### src/include/avsw_pkg.sv
// Constants, reset values and state codes for the audio/video switch control block
package avsw_pkg;

   // Serial bus address: upper six bits fixed, seventh from the select pin
   localparam logic [5:0] DEV_ADDR_HI   = 6'h24;
   localparam logic [3:0] BITS_PER_BYTE = 4'h8;
   localparam logic [3:0] CNT_FIRST_TX  = 4'h1;
   localparam logic [2:0] NUM_CTRL      = 3'h6;

   // Control byte indices, in the order the master sends them
   localparam logic [2:0] IDX_COMP  = 3'h0;
   localparam logic [2:0] IDX_LOGIC = 3'h1;
   localparam logic [2:0] IDX_AUDIO = 3'h2;
   localparam logic [2:0] IDX_DELAY = 3'h3;
   localparam logic [2:0] IDX_VOL   = 3'h4;
   localparam logic [2:0] IDX_SYNC  = 3'h5;

   // Power-on contents of the six control bytes, first byte lowest
   localparam logic [5:0][7:0] CTRL_RST = {8'hf0, 8'hfc, 8'h87, 8'hff, 8'hff, 8'h99};
   // Sixth byte keeps only its upper half
   localparam logic [7:0] SYNC_BYTE_MASK = 8'hf0;

   // Bit positions within the control bytes, the two high ones shared by several bytes
   localparam int BIT_HI  = 7;
   localparam int BIT_HI2 = 6;
   localparam int BIT_FIRST_SYNC_DETECTOR_SRC = 5;
   localparam int BIT_SECOND_SYNC_DETECTOR_SRC = 4;

   // Connector format level codes per input
   localparam logic [1:0] FMT_INTERNAL = 2'h0;
   localparam logic [1:0] FMT_WIDE     = 2'h1;
   localparam logic [1:0] FMT_NARROW   = 2'h2;

   // Sync detector timing
   localparam int CLK_PERIOD_NS  = 100;
   localparam int LINE_PERIOD_NS = 64000;
   localparam int LINE_CYC_I     = LINE_PERIOD_NS / CLK_PERIOD_NS;
   localparam int DUTY_ON_PCT    = 91;
   localparam int DUTY_OFF_PCT   = 84;
   localparam logic [9:0] LINE_CYC     = 10'(LINE_CYC_I);
   localparam logic [9:0] LINE_LAST    = 10'(LINE_CYC_I - 1);
   localparam logic [9:0] DUTY_ON_CYC  = 10'((LINE_CYC_I * DUTY_ON_PCT) / 100);
   localparam logic [9:0] DUTY_OFF_CYC = 10'((LINE_CYC_I * DUTY_OFF_PCT) / 100);
   localparam logic [3:0] HOLD_LINES   = 4'he;

   typedef enum logic [6:0] {
      ST_IDLE = 7'h01,
      ST_ADDR = 7'h02,
      ST_AACK = 7'h04,
      ST_WR   = 7'h08,
      ST_WACK = 7'h10,
      ST_RD   = 7'h20,
      ST_RACK = 7'h40
   } avsw_i2c_state_t;

endpackage

### src/avsw_control.sv
// Serial control and status register block of the audio/video switch
`timescale 1ns/10ps
module avsw_control
   import avsw_pkg::*;
(
   // Clock and reset
   input  wire logic       clk_in,
   input  wire logic       resetn_in,
   // Serial bus pins, data line open drain
   input  wire logic       scl_in,
   input  wire logic       sda_in,
   output logic            sda_out,
   output logic            sda_oe_n_out,
   input  wire logic       adr_select_in,
   // Sliced video for the sync detectors
   input  wire logic       tuner_video_input_level_in,
   input  wire logic       tuner_video_input_amp_ok_in,
   input  wire logic       first_luminance_output_level_in,
   input  wire logic       first_luminance_output_amp_ok_in,
   input  wire logic       first_composite_input_level_in,
   input  wire logic       first_composite_input_amp_ok_in,
   input  wire logic       second_luminance_output_level_in,
   input  wire logic       second_luminance_output_amp_ok_in,
   // Connector format levels and audio events
   input  wire logic [1:0] first_connector_format_input_in,
   input  wire logic [1:0] second_connector_format_input_in,
   input  wire logic [1:0] third_connector_format_input_in,
   input  wire logic       hw_mute_in,
   input  wire logic       zero_cross_in,
   // Video switch settings
   output logic [3:0]      first_composite_selector_out,
   output logic [3:0]      second_composite_selector_out,
   output logic            first_delay_enable_out,
   output logic            second_delay_enable_out,
   output logic [4:0]      delay_adjust_out,
   output logic [2:0]      first_luma_chroma_selector_out,
   output logic [2:0]      second_luma_chroma_selector_out,
   // Open-collector logic outputs, low enable pulls the pin low
   output logic            first_open_collector_output_oe_n_out,
   output logic            second_open_collector_output_oe_n_out,
   // Audio switch settings
   output logic [2:0]      first_audio_selector_out,
   output logic [2:0]      second_audio_selector_out,
   output logic [2:0]      channel3_audio_selector_out,
   output logic            zero_cross_gating_out,
   output logic [2:0]      channel3_coarse_volume_out,
   output logic [2:0]      channel3_fine_volume_out,
   output logic [1:0]      channel3_routing_out,
   output logic            channel3_mute_out,
   output logic            audio_mute_all_out
);

   typedef struct packed {
      avsw_i2c_state_t st;
      logic            scl_q;
      logic            sda_q;
      logic [3:0]      cnt;
      logic [7:0]      sh;
      logic            rw;
      logic [2:0]      ptr;
      logic            mack;
      logic            sda_oe_n;
      logic            por;
      logic [5:0][7:0] regs;
      logic [2:0]      coarse;
      logic [2:0]      fine;
      logic            mute;
      logic [9:0]      line_cnt;
      logic            line_tick;
      logic            hw_mute;
      logic [4:0]      mode;
   } avsw_ctl_state_t;

   avsw_ctl_state_t s_r;
   avsw_ctl_state_t s_nxt;
   logic            first_sync_detector_present;
   logic            second_sync_detector_present;
   logic            first_sync_detector_level;
   logic            first_sync_detector_amp;
   logic            second_sync_detector_level;
   logic            second_sync_detector_amp;
   logic [7:0]      status_byte;

   // Level codes above the narrow format are treated as narrow
   function automatic logic [4:0] fmt_weight(input logic [1:0] lvl);
      fmt_weight = (lvl == FMT_INTERNAL) ? 5'h00 : (lvl == FMT_WIDE) ? 5'h01 : {3'h0, FMT_NARROW};
   endfunction

   // base-three combination of the three format inputs
   function automatic logic [4:0] mode_code(input logic [1:0] m1, input logic [1:0] m2, input logic [1:0] m3);
      logic [4:0] w2;
      logic [4:0] w3;
      w2 = fmt_weight(m2);
      w3 = fmt_weight(m3);
      mode_code = fmt_weight(m1) + w2 + w2 + w2 + {w3[1:0], 3'h0} + w3;
   endfunction

   // detector source chosen by the sixth control byte
   always_comb begin
      if (s_r.regs[IDX_SYNC][BIT_FIRST_SYNC_DETECTOR_SRC]) begin
         first_sync_detector_level = tuner_video_input_level_in;
         first_sync_detector_amp   = tuner_video_input_amp_ok_in;
      end else begin
         first_sync_detector_level = first_luminance_output_level_in;
         first_sync_detector_amp   = first_luminance_output_amp_ok_in;
      end
      if (s_r.regs[IDX_SYNC][BIT_SECOND_SYNC_DETECTOR_SRC]) begin
         second_sync_detector_level = first_composite_input_level_in;
         second_sync_detector_amp   = first_composite_input_amp_ok_in;
      end else begin
         second_sync_detector_level = second_luminance_output_level_in;
         second_sync_detector_amp   = second_luminance_output_amp_ok_in;
      end
   end

   avsw_sync_detect u_first_sync_detector (
      .clk_in       (clk_in),
      .resetn_in    (resetn_in),
      .line_tick_in (s_r.line_tick),
      .amp_ok_in    (first_sync_detector_amp),
      .level_in     (first_sync_detector_level),
      .present_out  (first_sync_detector_present)
   );

   avsw_sync_detect u_second_sync_detector (
      .clk_in       (clk_in),
      .resetn_in    (resetn_in),
      .line_tick_in (s_r.line_tick),
      .amp_ok_in    (second_sync_detector_amp),
      .level_in     (second_sync_detector_level),
      .present_out  (second_sync_detector_present)
   );

   // status byte layout; flags high when sync present
   assign status_byte = {second_sync_detector_present, first_sync_detector_present, s_r.mode, s_r.por};

   always_comb begin
      logic scl_rise;
      logic scl_fall;
      logic start_c;
      logic stop_c;
      logic zc_ok;
      zc_ok    = !s_r.regs[IDX_AUDIO][BIT_HI] || zero_cross_in;
      scl_rise = scl_in & ~s_r.scl_q;
      scl_fall = ~scl_in & s_r.scl_q;
      start_c  = s_r.scl_q & scl_in & s_r.sda_q & ~sda_in;
      stop_c   = s_r.scl_q & scl_in & ~s_r.sda_q & sda_in;
      s_nxt       = s_r;
      s_nxt.scl_q = scl_in;
      s_nxt.sda_q = sda_in;

      if (start_c) begin
         s_nxt.st       = ST_ADDR;
         s_nxt.cnt      = 4'h0;
         s_nxt.sda_oe_n = 1'b1;
      end else if (stop_c) begin
         s_nxt.st       = ST_IDLE;
         s_nxt.sda_oe_n = 1'b1;
      end else begin
         unique case (s_r.st)
            ST_IDLE: begin
               s_nxt.sda_oe_n = 1'b1;
            end
            ST_ADDR, ST_WR: begin
               if (scl_rise) begin
                  s_nxt.sh  = {s_r.sh[6:0], sda_in};
                  s_nxt.cnt = s_r.cnt + 4'h1;
               end else if (scl_fall && s_r.cnt == BITS_PER_BYTE) begin
                  if (s_r.st == ST_ADDR) begin
                     // compare fixed bits and the select pin
                     if (s_r.sh[7:1] == {DEV_ADDR_HI, adr_select_in}) begin
                        s_nxt.rw       = s_r.sh[0];
                        s_nxt.ptr      = IDX_COMP;
                        s_nxt.st       = ST_AACK;
                        s_nxt.sda_oe_n = 1'b0;
                     end else begin
                        s_nxt.st = ST_IDLE;
                     end
                  // store in sequence, refuse past the last byte
                  end else if (s_r.ptr < NUM_CTRL) begin
                     if (s_r.ptr == IDX_SYNC) begin
                        s_nxt.regs[s_r.ptr] = s_r.sh & SYNC_BYTE_MASK;
                     end else begin
                        s_nxt.regs[s_r.ptr] = s_r.sh;
                     end
                     s_nxt.ptr      = s_r.ptr + 3'h1;
                     // first written byte clears the power-on flag
                     s_nxt.por      = 1'b0;
                     s_nxt.st       = ST_WACK;
                     s_nxt.sda_oe_n = 1'b0;
                  end else begin
                     s_nxt.st = ST_IDLE;
                  end
               end
            end
            ST_AACK: begin
               if (scl_fall) begin
                  if (s_r.rw) begin
                     s_nxt.st       = ST_RD;
                     s_nxt.sda_oe_n = status_byte[7];
                     s_nxt.sh       = {status_byte[6:0], 1'b0};
                     s_nxt.cnt      = CNT_FIRST_TX;
                  end else begin
                     s_nxt.st       = ST_WR;
                     s_nxt.sda_oe_n = 1'b1;
                     s_nxt.cnt      = 4'h0;
                  end
               end
            end
            ST_WACK: begin
               if (scl_fall) begin
                  s_nxt.st       = ST_WR;
                  s_nxt.sda_oe_n = 1'b1;
                  s_nxt.cnt      = 4'h0;
               end
            end
            ST_RD: begin
               if (scl_fall) begin
                  if (s_r.cnt == BITS_PER_BYTE) begin
                     s_nxt.sda_oe_n = 1'b1;
                     s_nxt.st       = ST_RACK;
                  end else begin
                     s_nxt.sda_oe_n = s_r.sh[7];
                     s_nxt.sh       = {s_r.sh[6:0], 1'b0};
                     s_nxt.cnt      = s_r.cnt + 4'h1;
                  end
               end
            end
            ST_RACK: begin
               if (scl_rise) begin
                  s_nxt.mack = ~sda_in;
               end else if (scl_fall) begin
                  // Master ack repeats the status byte; nack ends the read
                  if (s_r.mack) begin
                     s_nxt.st       = ST_RD;
                     s_nxt.sda_oe_n = status_byte[7];
                     s_nxt.sh       = {status_byte[6:0], 1'b0};
                     s_nxt.cnt      = CNT_FIRST_TX;
                  end else begin
                     s_nxt.st = ST_IDLE;
                  end
               end
            end
            default: begin
               s_nxt.st       = ST_IDLE;
               s_nxt.sda_oe_n = 1'b1;
            end
         endcase
      end

      // volume and mute wait for a zero cross while gating is on
      if (zc_ok) begin
         s_nxt.coarse = s_r.regs[IDX_VOL][7:5];
         s_nxt.fine   = s_r.regs[IDX_VOL][4:2];
         s_nxt.mute   = s_r.regs[IDX_AUDIO][BIT_HI2];
      end

      // Line period divider shared by both detectors
      if (s_r.line_cnt == LINE_LAST) begin
         s_nxt.line_cnt  = 10'h000;
         s_nxt.line_tick = 1'b1;
      end else begin
         s_nxt.line_cnt  = s_r.line_cnt + 10'h001;
         s_nxt.line_tick = 1'b0;
      end

      s_nxt.hw_mute = hw_mute_in;
      s_nxt.mode    = mode_code(first_connector_format_input_in, second_connector_format_input_in,
                                third_connector_format_input_in);
   end

   always_ff @(posedge clk_in or negedge resetn_in) begin
      if (!resetn_in) begin
         s_r          <= '0;
         s_r.st       <= ST_IDLE;
         s_r.scl_q    <= 1'b1;
         s_r.sda_q    <= 1'b1;
         s_r.sda_oe_n <= 1'b1;
         s_r.por      <= 1'b1;
         s_r.regs     <= CTRL_RST;
         s_r.coarse   <= CTRL_RST[IDX_VOL][7:5];
         s_r.fine     <= CTRL_RST[IDX_VOL][4:2];
         s_r.mute     <= CTRL_RST[IDX_AUDIO][BIT_HI2];
      end else begin
         s_r <= s_nxt;
      end
   end

   // Open drain: the data line only ever pulls low
   assign sda_out      = 1'b0;
   assign sda_oe_n_out = s_r.sda_oe_n;

   // composite selectors from the first byte
   assign first_composite_selector_out  = s_r.regs[IDX_COMP][7:4];
   assign second_composite_selector_out = s_r.regs[IDX_COMP][3:0];
   // delay enables from the sixth byte upper bits
   assign first_delay_enable_out        = s_r.regs[IDX_SYNC][BIT_HI];
   assign second_delay_enable_out       = s_r.regs[IDX_SYNC][BIT_HI2];
   assign first_luma_chroma_selector_out  = s_r.regs[IDX_LOGIC][5:3];
   assign second_luma_chroma_selector_out = s_r.regs[IDX_LOGIC][2:0];
   // bit 0 sinks the pin, bit 1 leaves it open
   assign first_open_collector_output_oe_n_out  = s_r.regs[IDX_LOGIC][BIT_HI];
   assign second_open_collector_output_oe_n_out = s_r.regs[IDX_LOGIC][BIT_HI2];
   assign first_audio_selector_out  = s_r.regs[IDX_AUDIO][5:3];
   assign second_audio_selector_out = s_r.regs[IDX_AUDIO][2:0];
   assign zero_cross_gating_out     = s_r.regs[IDX_AUDIO][BIT_HI];
   // delay adjust, channel-3 source, volume and routing
   assign delay_adjust_out            = s_r.regs[IDX_DELAY][7:3];
   assign channel3_audio_selector_out = s_r.regs[IDX_DELAY][2:0];
   assign channel3_coarse_volume_out  = s_r.coarse;
   assign channel3_fine_volume_out    = s_r.fine;
   assign channel3_routing_out        = s_r.regs[IDX_VOL][1:0];
   assign channel3_mute_out  = s_r.mute | s_r.hw_mute;
   assign audio_mute_all_out = s_r.hw_mute;

endmodule // avsw_control

### src/avsw_sync_detect.sv
// One sync detector: amplitude gate, duty discrimination with hysteresis, line hold
`timescale 1ns/10ps
module avsw_sync_detect
   import avsw_pkg::*;
(
   // Clock and reset
   input  wire logic clk_in,
   input  wire logic resetn_in,
   // Line timing and sliced video
   input  wire logic line_tick_in,
   input  wire logic amp_ok_in,
   input  wire logic level_in,
   // Result
   output logic      present_out
);

   typedef struct packed {
      logic [9:0] cnt_hi;
      logic       amp_fail;
      logic       raw;
      logic [3:0] hold;
      logic       present;
   } avsw_sd_state_t;

   avsw_sd_state_t s_r;
   avsw_sd_state_t s_nxt;

   always_comb begin
      logic raw_v;
      raw_v = s_r.raw;
      s_nxt = s_r;
      if (line_tick_in) begin
         if (s_r.amp_fail || !amp_ok_in) begin
            raw_v = 1'b0;
         end else if (s_r.cnt_hi > DUTY_ON_CYC) begin
            raw_v = 1'b1;
         end else if (s_r.cnt_hi <= DUTY_OFF_CYC) begin
            raw_v = 1'b0;
         end
         s_nxt.raw = raw_v;
         if (raw_v != s_r.present) begin
            if (s_r.hold == HOLD_LINES - 4'h1) begin
               s_nxt.present = raw_v;
               s_nxt.hold    = 4'h0;
            end else begin
               s_nxt.hold = s_r.hold + 4'h1;
            end
         end else begin
            s_nxt.hold = 4'h0;
         end
         s_nxt.cnt_hi   = {9'h000, level_in};
         s_nxt.amp_fail = !amp_ok_in;
      end else begin
         s_nxt.cnt_hi   = s_r.cnt_hi + {9'h000, level_in};
         s_nxt.amp_fail = s_r.amp_fail | !amp_ok_in;
      end
   end

   always_ff @(posedge clk_in or negedge resetn_in) begin
      if (!resetn_in) begin
         s_r <= '0;
      end else begin
         s_r <= s_nxt;
      end
   end

   assign present_out = s_r.present;

endmodule // avsw_sync_detect

### config.mk
export PLATFORM = sky130hd
export DESIGN_NAME = avsw_control
export DESIGN_NICKNAME = d
export VERILOG_FILES = /design/src/include/avsw_pkg.sv /design/src/avsw_control.sv /design/src/avsw_sync_detect.sv
export SDC_FILE = /design/constraint.sdc
export NUM_CORES = 1
export LEC_CHECK = 0
export CAP_MARGIN = 20
export CORE_MARGIN = 3
export CORE_UTILIZATION = 40
export CTS_CLUSTER_DIAMETER = 120
export DETAILED_ROUTE_END_ITERATION = 8
export DONT_BUFFER_PORTS = 1
export PLACE_DENSITY_LB_ADDON = 0.15
export SLEW_MARGIN = 20
export SYNTH_ARGS = -nofsm -noshare
export SYNTH_HDL_FRONTEND = slang
export SYNTH_SLANG_ARGS = --single-unit
### constraint.sdc
create_clock -name clk_in -period 2.37 [get_ports clk_in]
set_input_delay 0.237 -clock clk_in [delete_from_list [all_inputs] [get_ports clk_in]]
set_output_delay 0.237 -clock clk_in [all_outputs]
set_load 0.05 [all_outputs]
== Word level (Yosys, flattened, before mapping) ==
Index checks and enable logic that the tools add are counted.

* Register bits after elaboration: 134
* Bits of input ports: 21
* Output and inout bits: 45
* Word-level logic and storage cells: 229

* Add/subtract/negate cells: 12
* Magnitude comparators: 7
* Equality and inequality tests: 48
* Multiplexer cells: 86
* Bitwise operators: 18
* Reduce and logical (&&, ||, !) cells: 25

{| class="wikitable"
|+ Operator list
! kind !! count
|-
| $mux 50 || 3
|-
| $bwmux 48 || 2
|-
| $mux 12 || 7
|-
| $mux 7 || 11
|-
| $mux 49 || 1
|-
| $mux 48 || 1
|-
| $pmux 7 s6 || 1
|-
| $mux 4 || 10
|-
| $ne 4x4->1 const B || 9
|-
| $mux 11 || 3
|-
| $pmux 8 s4 || 1
|-
| $mux 1 || 28
|-
| $ne 3x3->1 const B || 9
|-
| $demux 8 s3 || 1
|-
| $reduce_and 7->1 || 3
|-
| $add 10x1->10 || 2
|-
| $gt 10x10->1 const B || 2
|-
| $le 10x10->1 const B || 2
|-
| $pmux 4 s5 || 1
|-
| $reduce_and 10->1 || 2
|-
| $ne 2x2->1 const B || 9
|-
| $mux 17 || 1
|-
| $mux 8 || 2
|-
| $add 4x1->4 const B || 3
|-
| other kinds (45) || 82
|}

== Depth between registers and ports, before layout ==
Gate-level depths: netlist of the first run.

* Depth in word-level cells: 13
* Gate-level depth with buffers: 9
* Gate-level depth less buffers: 8

== By module ==
From an unflattened synthesis of the first run, not the netlist that was laid out.

* Cells, all modules: 646
* Area total of the unflattened synthesis: 7,035.5 um^2

{| class="wikitable"
|+ By module, submodules not included
! module !! instances !! cells an instance !! area an instance (um^2) !! seq. area each (um^2)
|-
| avsw_control || 1 || 448 || 5,106.1 || 2,459.9
|-
| avsw_sync_detect || 2 || 99 || 964.7 || 425.4
|}

== Worst setup path before layout of the first run ==
No wires, ideal clock.

* Path type: register -> register
* Start: reg s_r[97] (netlist name)
* End: reg s_r[96] (netlist name)
* Library setup time: 0.125 ns
* Arrival time: 2.091 ns
* Required time: 2.245 ns
* Path slack: 0.155 ns
* Cell stages (with the launch flop): 6
* Buffers on the path: 0
* Period minus slack after synthesis: 2.215 ns
* Cells stage by stage: dfrtp_1 > or3_4 > or4_4 > o31a_1 > nand2_2 > mux2_2

* Cells in the longest elaborated chain, start to end: 7
* Elaborated cells on any way between the ends: 24
* Classes of those cells: eq/ne: 16; mux: 6; reduce/logical: 2

{| class="wikitable"
|+ Ends and longest elaborated chain
! what !! line !! RTL
|-
| start, declared || avsw_control.sv:74 || <nowiki>avsw_ctl_state_t s_r;</nowiki>
|-
| start signal, assigned || avsw_control.sv:285 || <nowiki>s_r <= s_nxt;</nowiki>
|-
| $eq 7x2->1 || avsw_control.sv:160, avsw_control.sv:169 ||
|-
| $mux 7 || avsw_control.sv:169 || <nowiki>if (s_r.st == ST_ADDR) begin</nowiki>
|-
| $mux 7 || avsw_control.sv:168 || <nowiki>end else if (scl_fall && s_r.cnt == BITS_PER_BYTE) begin</nowiki>
|-
| $mux 7 || avsw_control.sv:165 || <nowiki>if (scl_rise) begin</nowiki>
|-
| $pmux 7 s6 || avsw_control.sv:160 || <nowiki>unique case (s_r.st)</nowiki>
|-
| $mux 7 || avsw_control.sv:156 || <nowiki>end else if (stop_c) begin</nowiki>
|-
| $mux 7 || avsw_control.sv:152 || <nowiki>if (start_c) begin</nowiki>
|}

Several ways; a longest one is shown, not always the timed one. The select of a mux whose other input is x is not followed.
A chain may end at the register's enable or synchronous reset.

== Final worst setup path of the first run ==
Same ends and word-level chain as after synthesis.

==> results of run 1 <==
==> timing repair <==
action / in CTS / in global routing
pin swaps: 0 / 0
resized for setup: 1 / 2
hold endpoints to repair: 135 / 130
endpoints found under the setup margin: 1 / 32
buffers inserted: 0 / 0
==> power by group through the flow <==
stage | clock network, W | registers (W) | logic (W)
after CTS | 0.00254 | 0.00279 | 0.000964
after floorplan | 0 | 0.00267 | 0.000798
after global routing | 0.00264 | 0.00283 | 0.00110
after global placement | 0 | 0.00282 | 0.000927
final | 0.00246 | 0.00279 | 0.000958
after detailed placement | 0 | 0.00282 | 0.000950
==> final cells by class <==
cell class / instances / area [um^2] / area share
clock buffers: 17 / 425 / 0.0567
clock inverters: 15 / 135 / 0.0180
inverters: 24 / 90.1 / 0.0120
multi-input cells: 402 / 2980 / 0.398
flip-flops and latches: 130 / 3310 / 0.442
well taps: 216 / 270 / 0.0360
repair buffers: 33 / 285 / 0.0380
==> path summary, 6_finish.rpt <==
path,startpoint,to,cells past startpoint,slack [ns]
min reg2reg,s_r[7],s_r[7],1,0.45
max in group asynchronous,resetn_in,async pin,0,2.60
max reg2reg,s_r[97],s_r[96],5,0.06
max,s_r[97],s_r[96],5,0.06
min,resetn_in,s_r[7],0,-0.48
min in group clk_in,first_connector_format_input_in[1],s_r[1],1,0.04
==> worst reg2reg max path, cell delays in order, from the launching register on <==
cell     delay, ns
dfrtp_1       0.38
or3_4         0.43
or4_4         0.53
o31a_1        0.36
nand2_2       0.14
mux2_2        0.36
==> layer usage <==
metal  vias up  wire length, um  GRT usage
met4         0              224     0.0543
li1       2134                -          -
met1      2203             6410      0.212
met2        72             7150      0.267
met3        19              446     0.0363
met5         -                0          0
==> cell families (layout without fill, tap and decap cells) <==
logic type,after synthesis,count (layout)
other cells,1,1
xor+xnor,30,30
mux,73,73
simple gates,192,192
buf+inv,85,89
compound gates,88,88
fa+ha+maj,18,18
flops,130,130
==> stage by stage <==
| stage | total power (W) | hold WS [ns] |
|---|---|---|
| 5_1_grt | 0.00657 | -0.512 |
| 6_report | 0.00620 | -0.485 |
| 3_3_place_gp | 0.00375 | -0.0518 |
| 3_5_place_dp | 0.00377 | -0.0521 |
| 2_1_floorplan | 0.00346 | -0.0586 |
| 4_1_cts | 0.00629 | -0.503 |
==> cell usage after synthesis, drive strengths merged (12+ instances only) <==
cell type | instances | share of area
dfstp | 46 | 0.18
buf | 45 | 0.047
nand3 | 27 | 0.020
nand2 | 38 | 0.023
ha | 16 | 0.030
clkbuf | 16 | 0.0091
xor2 | 20 | 0.026
a21oi | 14 | 0.010
inv | 24 | 0.013
dfrtp | 84 | 0.31
mux2 | 62 | 0.10
nor2 | 40 | 0.022
nor3 | 12 | 0.011
o21ai | 28 | 0.021
==> impl_metrics.py, run 1 <==
metrics = {
    "outcome": {
        "status": "complete, but fails checks",
        "violations": "negative hold slack",
    },
    "logic_synthesis": {
        "synth-xor-area-share": 0.0389,
        "synth_compound_area_frac": 0.0855,
        "yosys.area_share.adder": 0.0356,
        "ys_seq_elements": 130,
        "synth_mux_area_frac": 0.120,
        "yosysUniqueCellTypes": 73,
        "synth_nets": 656,
        "synth_top_family_by_area": "simple AND/OR/NAND/NOR gates",
        "ys_warn_count": 0,
        "yosysSeqAreaShare": 0.491,
        "yosys.area_share.simple": 0.159,
        "syn_area_per_cell_um2": 10.9,
        "syn_area_um2": 6750,
        "synth_edf_count": 0,
        "netlist_instances": 617,
        "ys.flop_type": "dfrtp_1",
        "ys_async_sr_fraction": 1.00,
    },
    "grt": {
        "grt_pass1_wl_um": 23500,
        "grt-ovfl-total": 0,
        "grt_use_total": 0.162,
        "grt_max_degree": 131,
        "antenna_found_initial": 0,
        "grt_pass1_vias": 4554,
    },
    "cts": {
        "numCtsBuffers": 17,
        "cts_root_buf": "clkbuf_16",
        "cts_tree": "done",
        "cts-hold-fix-buffers": 5,
        "h-tree-depth": 4,
        "cts_sinks": 130,
        "clk_pin_slew_worst_paths_ns": 0.06,
        "clockBufferDepth": 2,
        "clock_insertion_delay_worst_skew_ns": 0.41,
    },
    "timing": {
        "hold_violations": 130,
        "tns_ns": 0,
        "fin_skew_ns": 0.00888,
        "period_needed_ns": 2.31,
        "worst_slack_ns": 0.0636,
        "slew_headroom": 0.596,
        "worstMarginPinSlew_ns": 0.605,
        "finalMaxSlewViolations": 0,
        "rsz0062_at_grt": "no",
        "period_share": 0.973,
        "fmax_mhz": 434,
        "finalSetupViolCount": 0,
        "whs_ns": -0.485,
    },
    "placed_design": {
        "dp_slack_ns": -0.0312,
        "dp_hpwl_um": 10200,
        "globalplace.congestion": 0.888,
        "dpl_cell_area_um2": 6870,
        "place_inst": 800,
        "numPortBuffers": 0,
    },
    "setup_path": {
        "end_kind": "register",
        "critPathKind": "register to register",
        "worstPathRequired_ns": 2.66,
        "cp-start-kind": "register",
        "cp_slowest_cell": "or4_4",
        "arrival_ns": 2.60,
        "critPathTopFamily": "simple AND/OR/NAND/NOR gates",
        "crit_buf_inv": 0,
        "critPathMaxFanout": 5,
        "max_stage_delay_ns": 0.53,
        "path_cells": "or3_4 -> or4_4 -> o31a_1 -> nand2_2 -> mux2_2",
    },
    "pwr": {
        "power.net_switching_w": 0.00190,
        "combPwrFrac": 0.154,
        "swShare": 0.307,
        "max-vdd-ir-drop_mv": 0.494,
        "clkPwrFrac": 0.397,
        "power_density_nw_per_um2": 827,
        "cellLeakagePower_nw": 3.38,
        "pwr-share-seq": 0.449,
        "internal_power_w": 0.00430,
    },
    "final_layout": {
        "final_cell_area_um2": 7500,
        "final_common_cell": "dfrtp_1",
        "fillers": 1511,
        "drive_gt1_frac": 0.301,
        "final_cells": 837,
        "post-route-util": 0.464,
        "syn_to_final_growth_pct": 11.1,
        "fin_nets": 647,
        "antenna_cells": 0,
        "mostFrequentLayoutCells": "dfrtp_1 (84), mux2_2 (62), dfstp_2 (46)",
    },
    "floorplan": {
        "rows": 46,
        "boundaryPins": 66,
        "dieArea_um2": 18500,
        "die_w_um": 136,
        "start_util": 0.417,
        "die_height_um": 136,
        "core_area_um2": 16200,
    },
    "detailed_routing": {
        "antenna_left": 0,
        "wirelength_um": 14200,
        "via_per_inst": 5.29,
        "drtIter0Drc": 255,
        "wl_per_cell_um": 17.0,
        "vias": 4428,
        "drc_errors": 0,
        "dr.pass1.iters": 5,
    },
    "worst_hold_path": {
        "min_path_type": "input port to async pin",
    },
    "flow_run": {
        "maxCapViolations": 0,
    },
}
Power figures use the tool's default switching activity.
==> run 2, diff against run 1 <==
==> constraint.sdc (replaced) <==
create_clock -name clk_in -period 2.37 [get_ports clk_in]
set_input_delay 0.1185 -clock clk_in [delete_from_list [all_inputs] [get_ports clk_in]]
set_output_delay 0.1185 -clock clk_in [all_outputs]
set_load 0.05 [all_outputs]
==> run 2 against run 1 <==
The run still ends with negative hold slack left. Total power rose by 0.14%. Clock power about the same. Non-clock buffer count grew 11. First-iteration DRC count decreased by 7.1%. Global-route usage is 0.079 points higher. Combinational power up 1%. Hold slack got worse by 0.12 ns. Critical path depth unchanged. Via count up 0.93%. Die area stayed put. Final cell count up 1.3%. Flip-flop and latch count stayed put. Critical path type unchanged. Largest power group unchanged.
==> impl_metrics.py, run 2 (synthesis results as in run 1) <==
metrics = {
    "cts": {
        "clock_insertion_delay_worst_skew_ns": 0.41,
        "clockBufferDepth": 2,
        "cts_root_buf": "clkbuf_16",
        "numCtsBuffers": 17,
        "post_cts_buffers": 0,
        "clk_pin_slew_worst_paths_ns": 0.06,
        "cts_tree": "done",
        "cts_sinks": 130,
        "h-tree-depth": 4,
        "cts-hold-fix-buffers": 16,
    },
    "final_layout": {
        "final_common_cell": "dfrtp_1",
        "drive_gt1_frac": 0.296,
        "multi_input_area_um2": 2980,
        "fin_nets": 658,
        "fillers": 1502,
        "mostFrequentLayoutCells": "dfrtp_1 (84), mux2_2 (62), dfstp_2 (46)",
        "antenna_cells": 0,
        "regArea_um2": 3310,
        "syn_to_final_growth_pct": 12.8,
    },
    "outcome": {
        "status": "complete, but fails checks",
        "violations": "negative hold slack",
    },
    "floorplan": {
        "rows": 46,
        "dieArea_um2": 18500,
        "boundaryPins": 66,
        "start_util": 0.417,
        "die_w_um": 136,
        "core_area_um2": 16200,
        "die_height_um": 136,
    },
    "detailed_routing": {
        "wl_met1_um": 6380,
        "wl_per_cell_um": 16.8,
        "drc_errors": 0,
        "wirelength_um": 14300,
        "topRoutingLayerUsed": "met4",
        "vias": 4469,
        "drtIter0Drc": 237,
        "wl_met3_um": 481,
        "wl_met2_um": 7220,
        "dr.pass1.iters": 6,
        "antenna_left": 0,
        "via_per_inst": 5.27,
    },
    "setup_path": {
        "rr_endpoint": "s_r[96]",
        "critPathKind": "register to register",
        "critPathMaxFanout": 5,
        "r2r_setup_slack_ns": 0.07,
        "worstReg2RegStart": "s_r[97]",
        "r2r_cells": 5,
        "arrival_ns": 2.59,
        "worstPathRequired_ns": 2.66,
        "end_kind": "register",
        "cp-start-kind": "register",
    },
    "worst_hold_path": {
        "min_path_type": "input port to async pin",
    },
    "timing": {
        "finalSetupViolCount": 0,
        "whs_ns": -0.601,
        "slew_headroom": 0.596,
        "tns_ns": 0,
        "finalMaxSlewViolations": 0,
        "worstMarginPinSlew_ns": 0.604,
        "period_share": 0.972,
        "worst_slack_ns": 0.0673,
        "hold_violations": 130,
        "fmax_mhz": 434,
        "fin_skew_ns": 0.00870,
        "period_needed_ns": 2.30,
        "rsz0062_at_grt": "no",
    },
    "placed_design": {
        "globalplace.congestion": 0.888,
        "dp_hpwl_um": 10200,
        "numPortBuffers": 0,
        "dp_slack_ns": -0.0312,
    },
    "pwr": {
        "cellLeakagePower_nw": 3.43,
        "max-vdd-ir-drop_mv": 0.491,
        "power_density_nw_per_um2": 816,
    },
    "flow_run": {
        "maxCapViolations": 0,
    },
    "grt": {
        "grt_pass1_vias": 4591,
        "antenna_found_initial": 0,
        "grt-ovfl-total": 0,
        "grt_use_total": 0.163,
        "grt_max_degree": 131,
        "grt_pass1_wl_um": 23600,
    },
}
[run 2: cell count changes in the layout (fill, tap and decap cells not counted), sizes merged]
cell / previous run / this run
dlygate4sd3: 5 / 16
[run 2: routing by layer]
layer | GRT usage | vias to the layer above
li1 | - | 2153
met1 | 0.214 | 2222
met2 | 0.269 | 78
met3 | 0.0355 | 16
met4 | 0.0543 | 0
met5 | 0 | -
[run 2: worst max-delay path, cell delays in order, from the launching register on]
cell and delay, ns:
dfrtp_1 0.38, or3_4 0.43, or4_4 0.53, o31a_1 0.36
nand2_2 0.13, mux2_2 0.35
[run 2: cell type report]
type,instances,share of cell area
clock buffer,17,0.0559
clock inverter,15,0.0178
multi-input combinational,402,0.392
tap,216,0.0355
inverter,24,0.0118
timing repair buffer,44,0.0520
sequential,130,0.435
[run 2: per-stage QoR]
stage	hold WS (ns)	total power, W	instance area [um^2]	cells	util
after CTS	-0.621	0.00631	7600	848	0.470
final	-0.601	0.00621	7610	848	0.470
after floorplan	-0.177	0.00346	6750	617	-
after global routing	-0.630	0.00659	7610	848	0.470
after global placement	-0.170	0.00375	6870	800	0.425
after detailed placement	-0.171	0.00377	6870	800	0.425
[run 2: power breakdown]
group	total, W	internal, W	switching [W]
combinational	0.000970	0.000453	0.000517
sequential	0.00278	0.00247	0.000311
clock	0.00246	0.00138	0.00107
[run 2: repair_timing]
| action | CTS | global route |
|---|---|---|
| gates resized for setup | 1 | 2 |
| setup endpoints to repair | 1 | 32 |
| hold endpoints to repair | 142 | 130 |
[run 2: worst max-delay path by stage]
| stage | start | slack, ns | end | depth (start not counted) |
|---|---|---|---|---|
| finish | s_r[97] | 0.07 | s_r[96] | 5 |
| global route | s_r[97] | 0.01 | s_r[96] | 5 |
| CTS | s_r[87] | 0.05 | register | 7 |
| detailed placement | s_r[82] | -0.03 | s_r[93] | 6 |
| global placement | s_r[82] | -0.001 | s_r[93] | 6 |
| floorplan | s_r[97] | 0.15 | s_r[96] | 5 |
==> run 3, diff against run 2 <==
--- a/config.mk
+++ b/config.mk
@@ -6,6 +6,8 @@
 export NUM_CORES = 1
 export LEC_CHECK = 0
 export CAP_MARGIN = 20
+export CELL_PAD_IN_SITES_DETAIL_PLACEMENT = 1
+export CELL_PAD_IN_SITES_GLOBAL_PLACEMENT = 1
 export CORE_MARGIN = 3
 export CORE_UTILIZATION = 40
 export CTS_CLUSTER_DIAMETER = 120
==> run 3 against run 2 <==
The run still ends with negative hold slack left. Global-route usage is 1.5 points higher. Sequential power about the same. Critical path depth rose by 1. Clock power is essentially flat. Non-clock buffer count unchanged. Flip-flop and latch count is the same. Via count is 2.2% higher. Critical path type unchanged. Critical endpoint is now s_r[93]. Highest routed layer unchanged.
==> impl_metrics.py, run 3 (synthesis results as in run 1) <==
metrics = {
    "outcome": {
        "status": "complete, but fails checks",
        "violations": "negative hold slack",
    },
    "placed_design": {
        "place_inst": 799,
        "dpl_cell_area_um2": 6850,
        "dp_hpwl_um": 10800,
        "dp_slack_ns": 0.0527,
        "globalplace.congestion": 0.837,
        "numPortBuffers": 0,
    },
    "setup_path": {
        "critPathKind": "register to register",
        "arrival_ns": 2.65,
        "end_kind": "register",
        "worstPathRequired_ns": 2.71,
        "cp-start-kind": "register",
        "critPathMaxFanout": 4,
    },
    "grt": {
        "grt_pass1_vias": 4990,
        "antenna_found_initial": 0,
        "grt_pass1_wl_um": 25900,
        "grt_use_total": 0.178,
        "grt-ovfl-total": 0,
        "grt_max_degree": 131,
    },
    "cts": {
        "numCtsBuffers": 17,
        "clockBufferDepth": 2,
        "cts_tree": "done",
        "cts_sinks": 130,
        "cts-hold-fix-buffers": 17,
        "h-tree-depth": 4,
        "clk_pin_slew_worst_paths_ns": 0.06,
        "clock_insertion_delay_worst_skew_ns": 0.42,
        "cts_root_buf": "clkbuf_16",
        "post_cts_buffers": 0,
    },
    "detailed_routing": {
        "wl_per_cell_um": 18.3,
        "drc_errors": 0,
        "vias": 4567,
        "antenna_left": 0,
        "via_per_inst": 5.39,
        "drtIter0Drc": 184,
        "wirelength_um": 15600,
        "dr.pass1.iters": 4,
    },
    "timing": {
        "whs_ns": -0.604,
        "finalMaxSlewViolations": 0,
        "rsz0062_at_grt": "no",
        "hold_violations": 130,
        "period_share": 0.974,
        "finalSetupViolCount": 0,
        "fin_skew_ns": 0.00699,
        "slew_headroom": 0.587,
        "fmax_mhz": 433,
        "worst_slack_ns": 0.0611,
        "period_needed_ns": 2.31,
        "tns_ns": 0,
        "worstMarginPinSlew_ns": 0.618,
    },
    "final_layout": {
        "syn_to_final_growth_pct": 12.8,
        "final_cells": 848,
        "final_common_cell": "dfrtp_1",
        "drive_gt1_frac": 0.293,
        "fin_nets": 658,
        "final_cell_area_um2": 7610,
        "antenna_cells": 0,
        "mostFrequentLayoutCells": "dfrtp_1 (84), mux2_2 (62), dfstp_2 (46)",
    },
    "floorplan": {
        "rows": 46,
        "dieArea_um2": 18500,
        "core_area_um2": 16200,
        "die_height_um": 136,
        "start_util": 0.417,
        "die_w_um": 136,
        "boundaryPins": 66,
    },
    "pwr": {
        "pwr-share-seq": 0.445,
        "power_density_nw_per_um2": 829,
        "cellLeakagePower_nw": 3.44,
        "internal_power_w": 0.00444,
        "max-vdd-ir-drop_mv": 0.523,
        "power.net_switching_w": 0.00188,
        "combPwrFrac": 0.160,
        "swShare": 0.298,
        "clkPwrFrac": 0.394,
    },
    "flow_run": {
        "maxCapViolations": 0,
    },
    "worst_hold_path": {
        "min_path_type": "input port to async pin",
    },
}
run 3: cell types whose count changed in the layout (fill, tap and decap cells not counted), moves of 2 or more:
cell	before	now
clkinv_4	1	3
clkinvlp_4	3	0
clkbuf_1	0	3
inv_6	6	1
clkbuf_16	17	19
inv_4	1	4
inv_8	4	0
run 3: stage by stage:
| stage | power, W | utilization | hold WS (ns) |
|---|---|---|---|
| after floorplan | 0.00346 | - | -0.177 |
| final | 0.00631 | 0.471 | -0.604 |
| after detailed placement | 0.00380 | 0.424 | -0.168 |
| after global placement | 0.00376 | 0.424 | -0.167 |
| after global routing | 0.00665 | 0.471 | -0.624 |
| after CTS | 0.00635 | 0.469 | -0.621 |
run 3: final timing paths:
| check | start | to | slack, ns | cells after the start |
|---|---|---|---|---|
| worst max-delay path | s_r[82] | s_r[93] | 0.06 | 6 |
| worst min-delay path | resetn_in | u_second_sync_detector.s_r[10] | -0.60 | 0 |
| worst max register to register | s_r[82] | s_r[93] | 0.06 | 6 |
| worst min register to register | s_r[7] | s_r[7] | 0.47 | 1 |
| max in group asynchronous | resetn_in | delay_adjust_out[4] | 2.69 | 0 |
| min in group clk_in | second_connector_format_input_in[0] | s_r[0] | 0.02 | 3 |
run 3: what timing repair did:
action / 4_1_cts / 5_1_grt
endpoints found under the setup margin: 0 / 34
endpoints found under the hold margin: 143 / 130
gates resized for setup: 0 / 5
run 3: worst max-delay path, stage by stage, from the launching register on:
cell and delay [ns]:
dfrtp_1 0.42, or4b_1 0.53, or4_4 0.53, o21a_1 0.20
a21oi_1 0.24, o311a_1 0.24, o31ai_1 0.08
run 3: cell type report:
cell class | count | area [um^2]
Clock buffer | 23 | 500
Clock inverter | 9 | 65.1
Fill cell | 1757 | 8560
Inverter | 24 | 90.1
Multi-Input combinational cell | 402 | 2990
Sequential cell | 130 | 3310
Tap cell | 216 | 270
Timing Repair Buffer | 44 | 385
run 3: power by group through the flow:
stage / registers (W) / logic [W] / clock network (W)
floorplan: 0.00267 / 0.000798 / 0
global placement: 0.00283 / 0.000934 / 0
detailed placement: 0.00284 / 0.000962 / 0
CTS: 0.00281 / 0.00100 / 0.00254
global route: 0.00285 / 0.00115 / 0.00265
finish: 0.00281 / 0.00101 / 0.00249
run 3: metal layers:
metal  global-route usage  up-vias  part of all wire
li1                     -     2140                 -
met4               0.0571        0             0.011
met3               0.0429       16             0.035
met2                0.303       64              0.51
met5                    0        -                 0
met1                0.222     2347              0.45
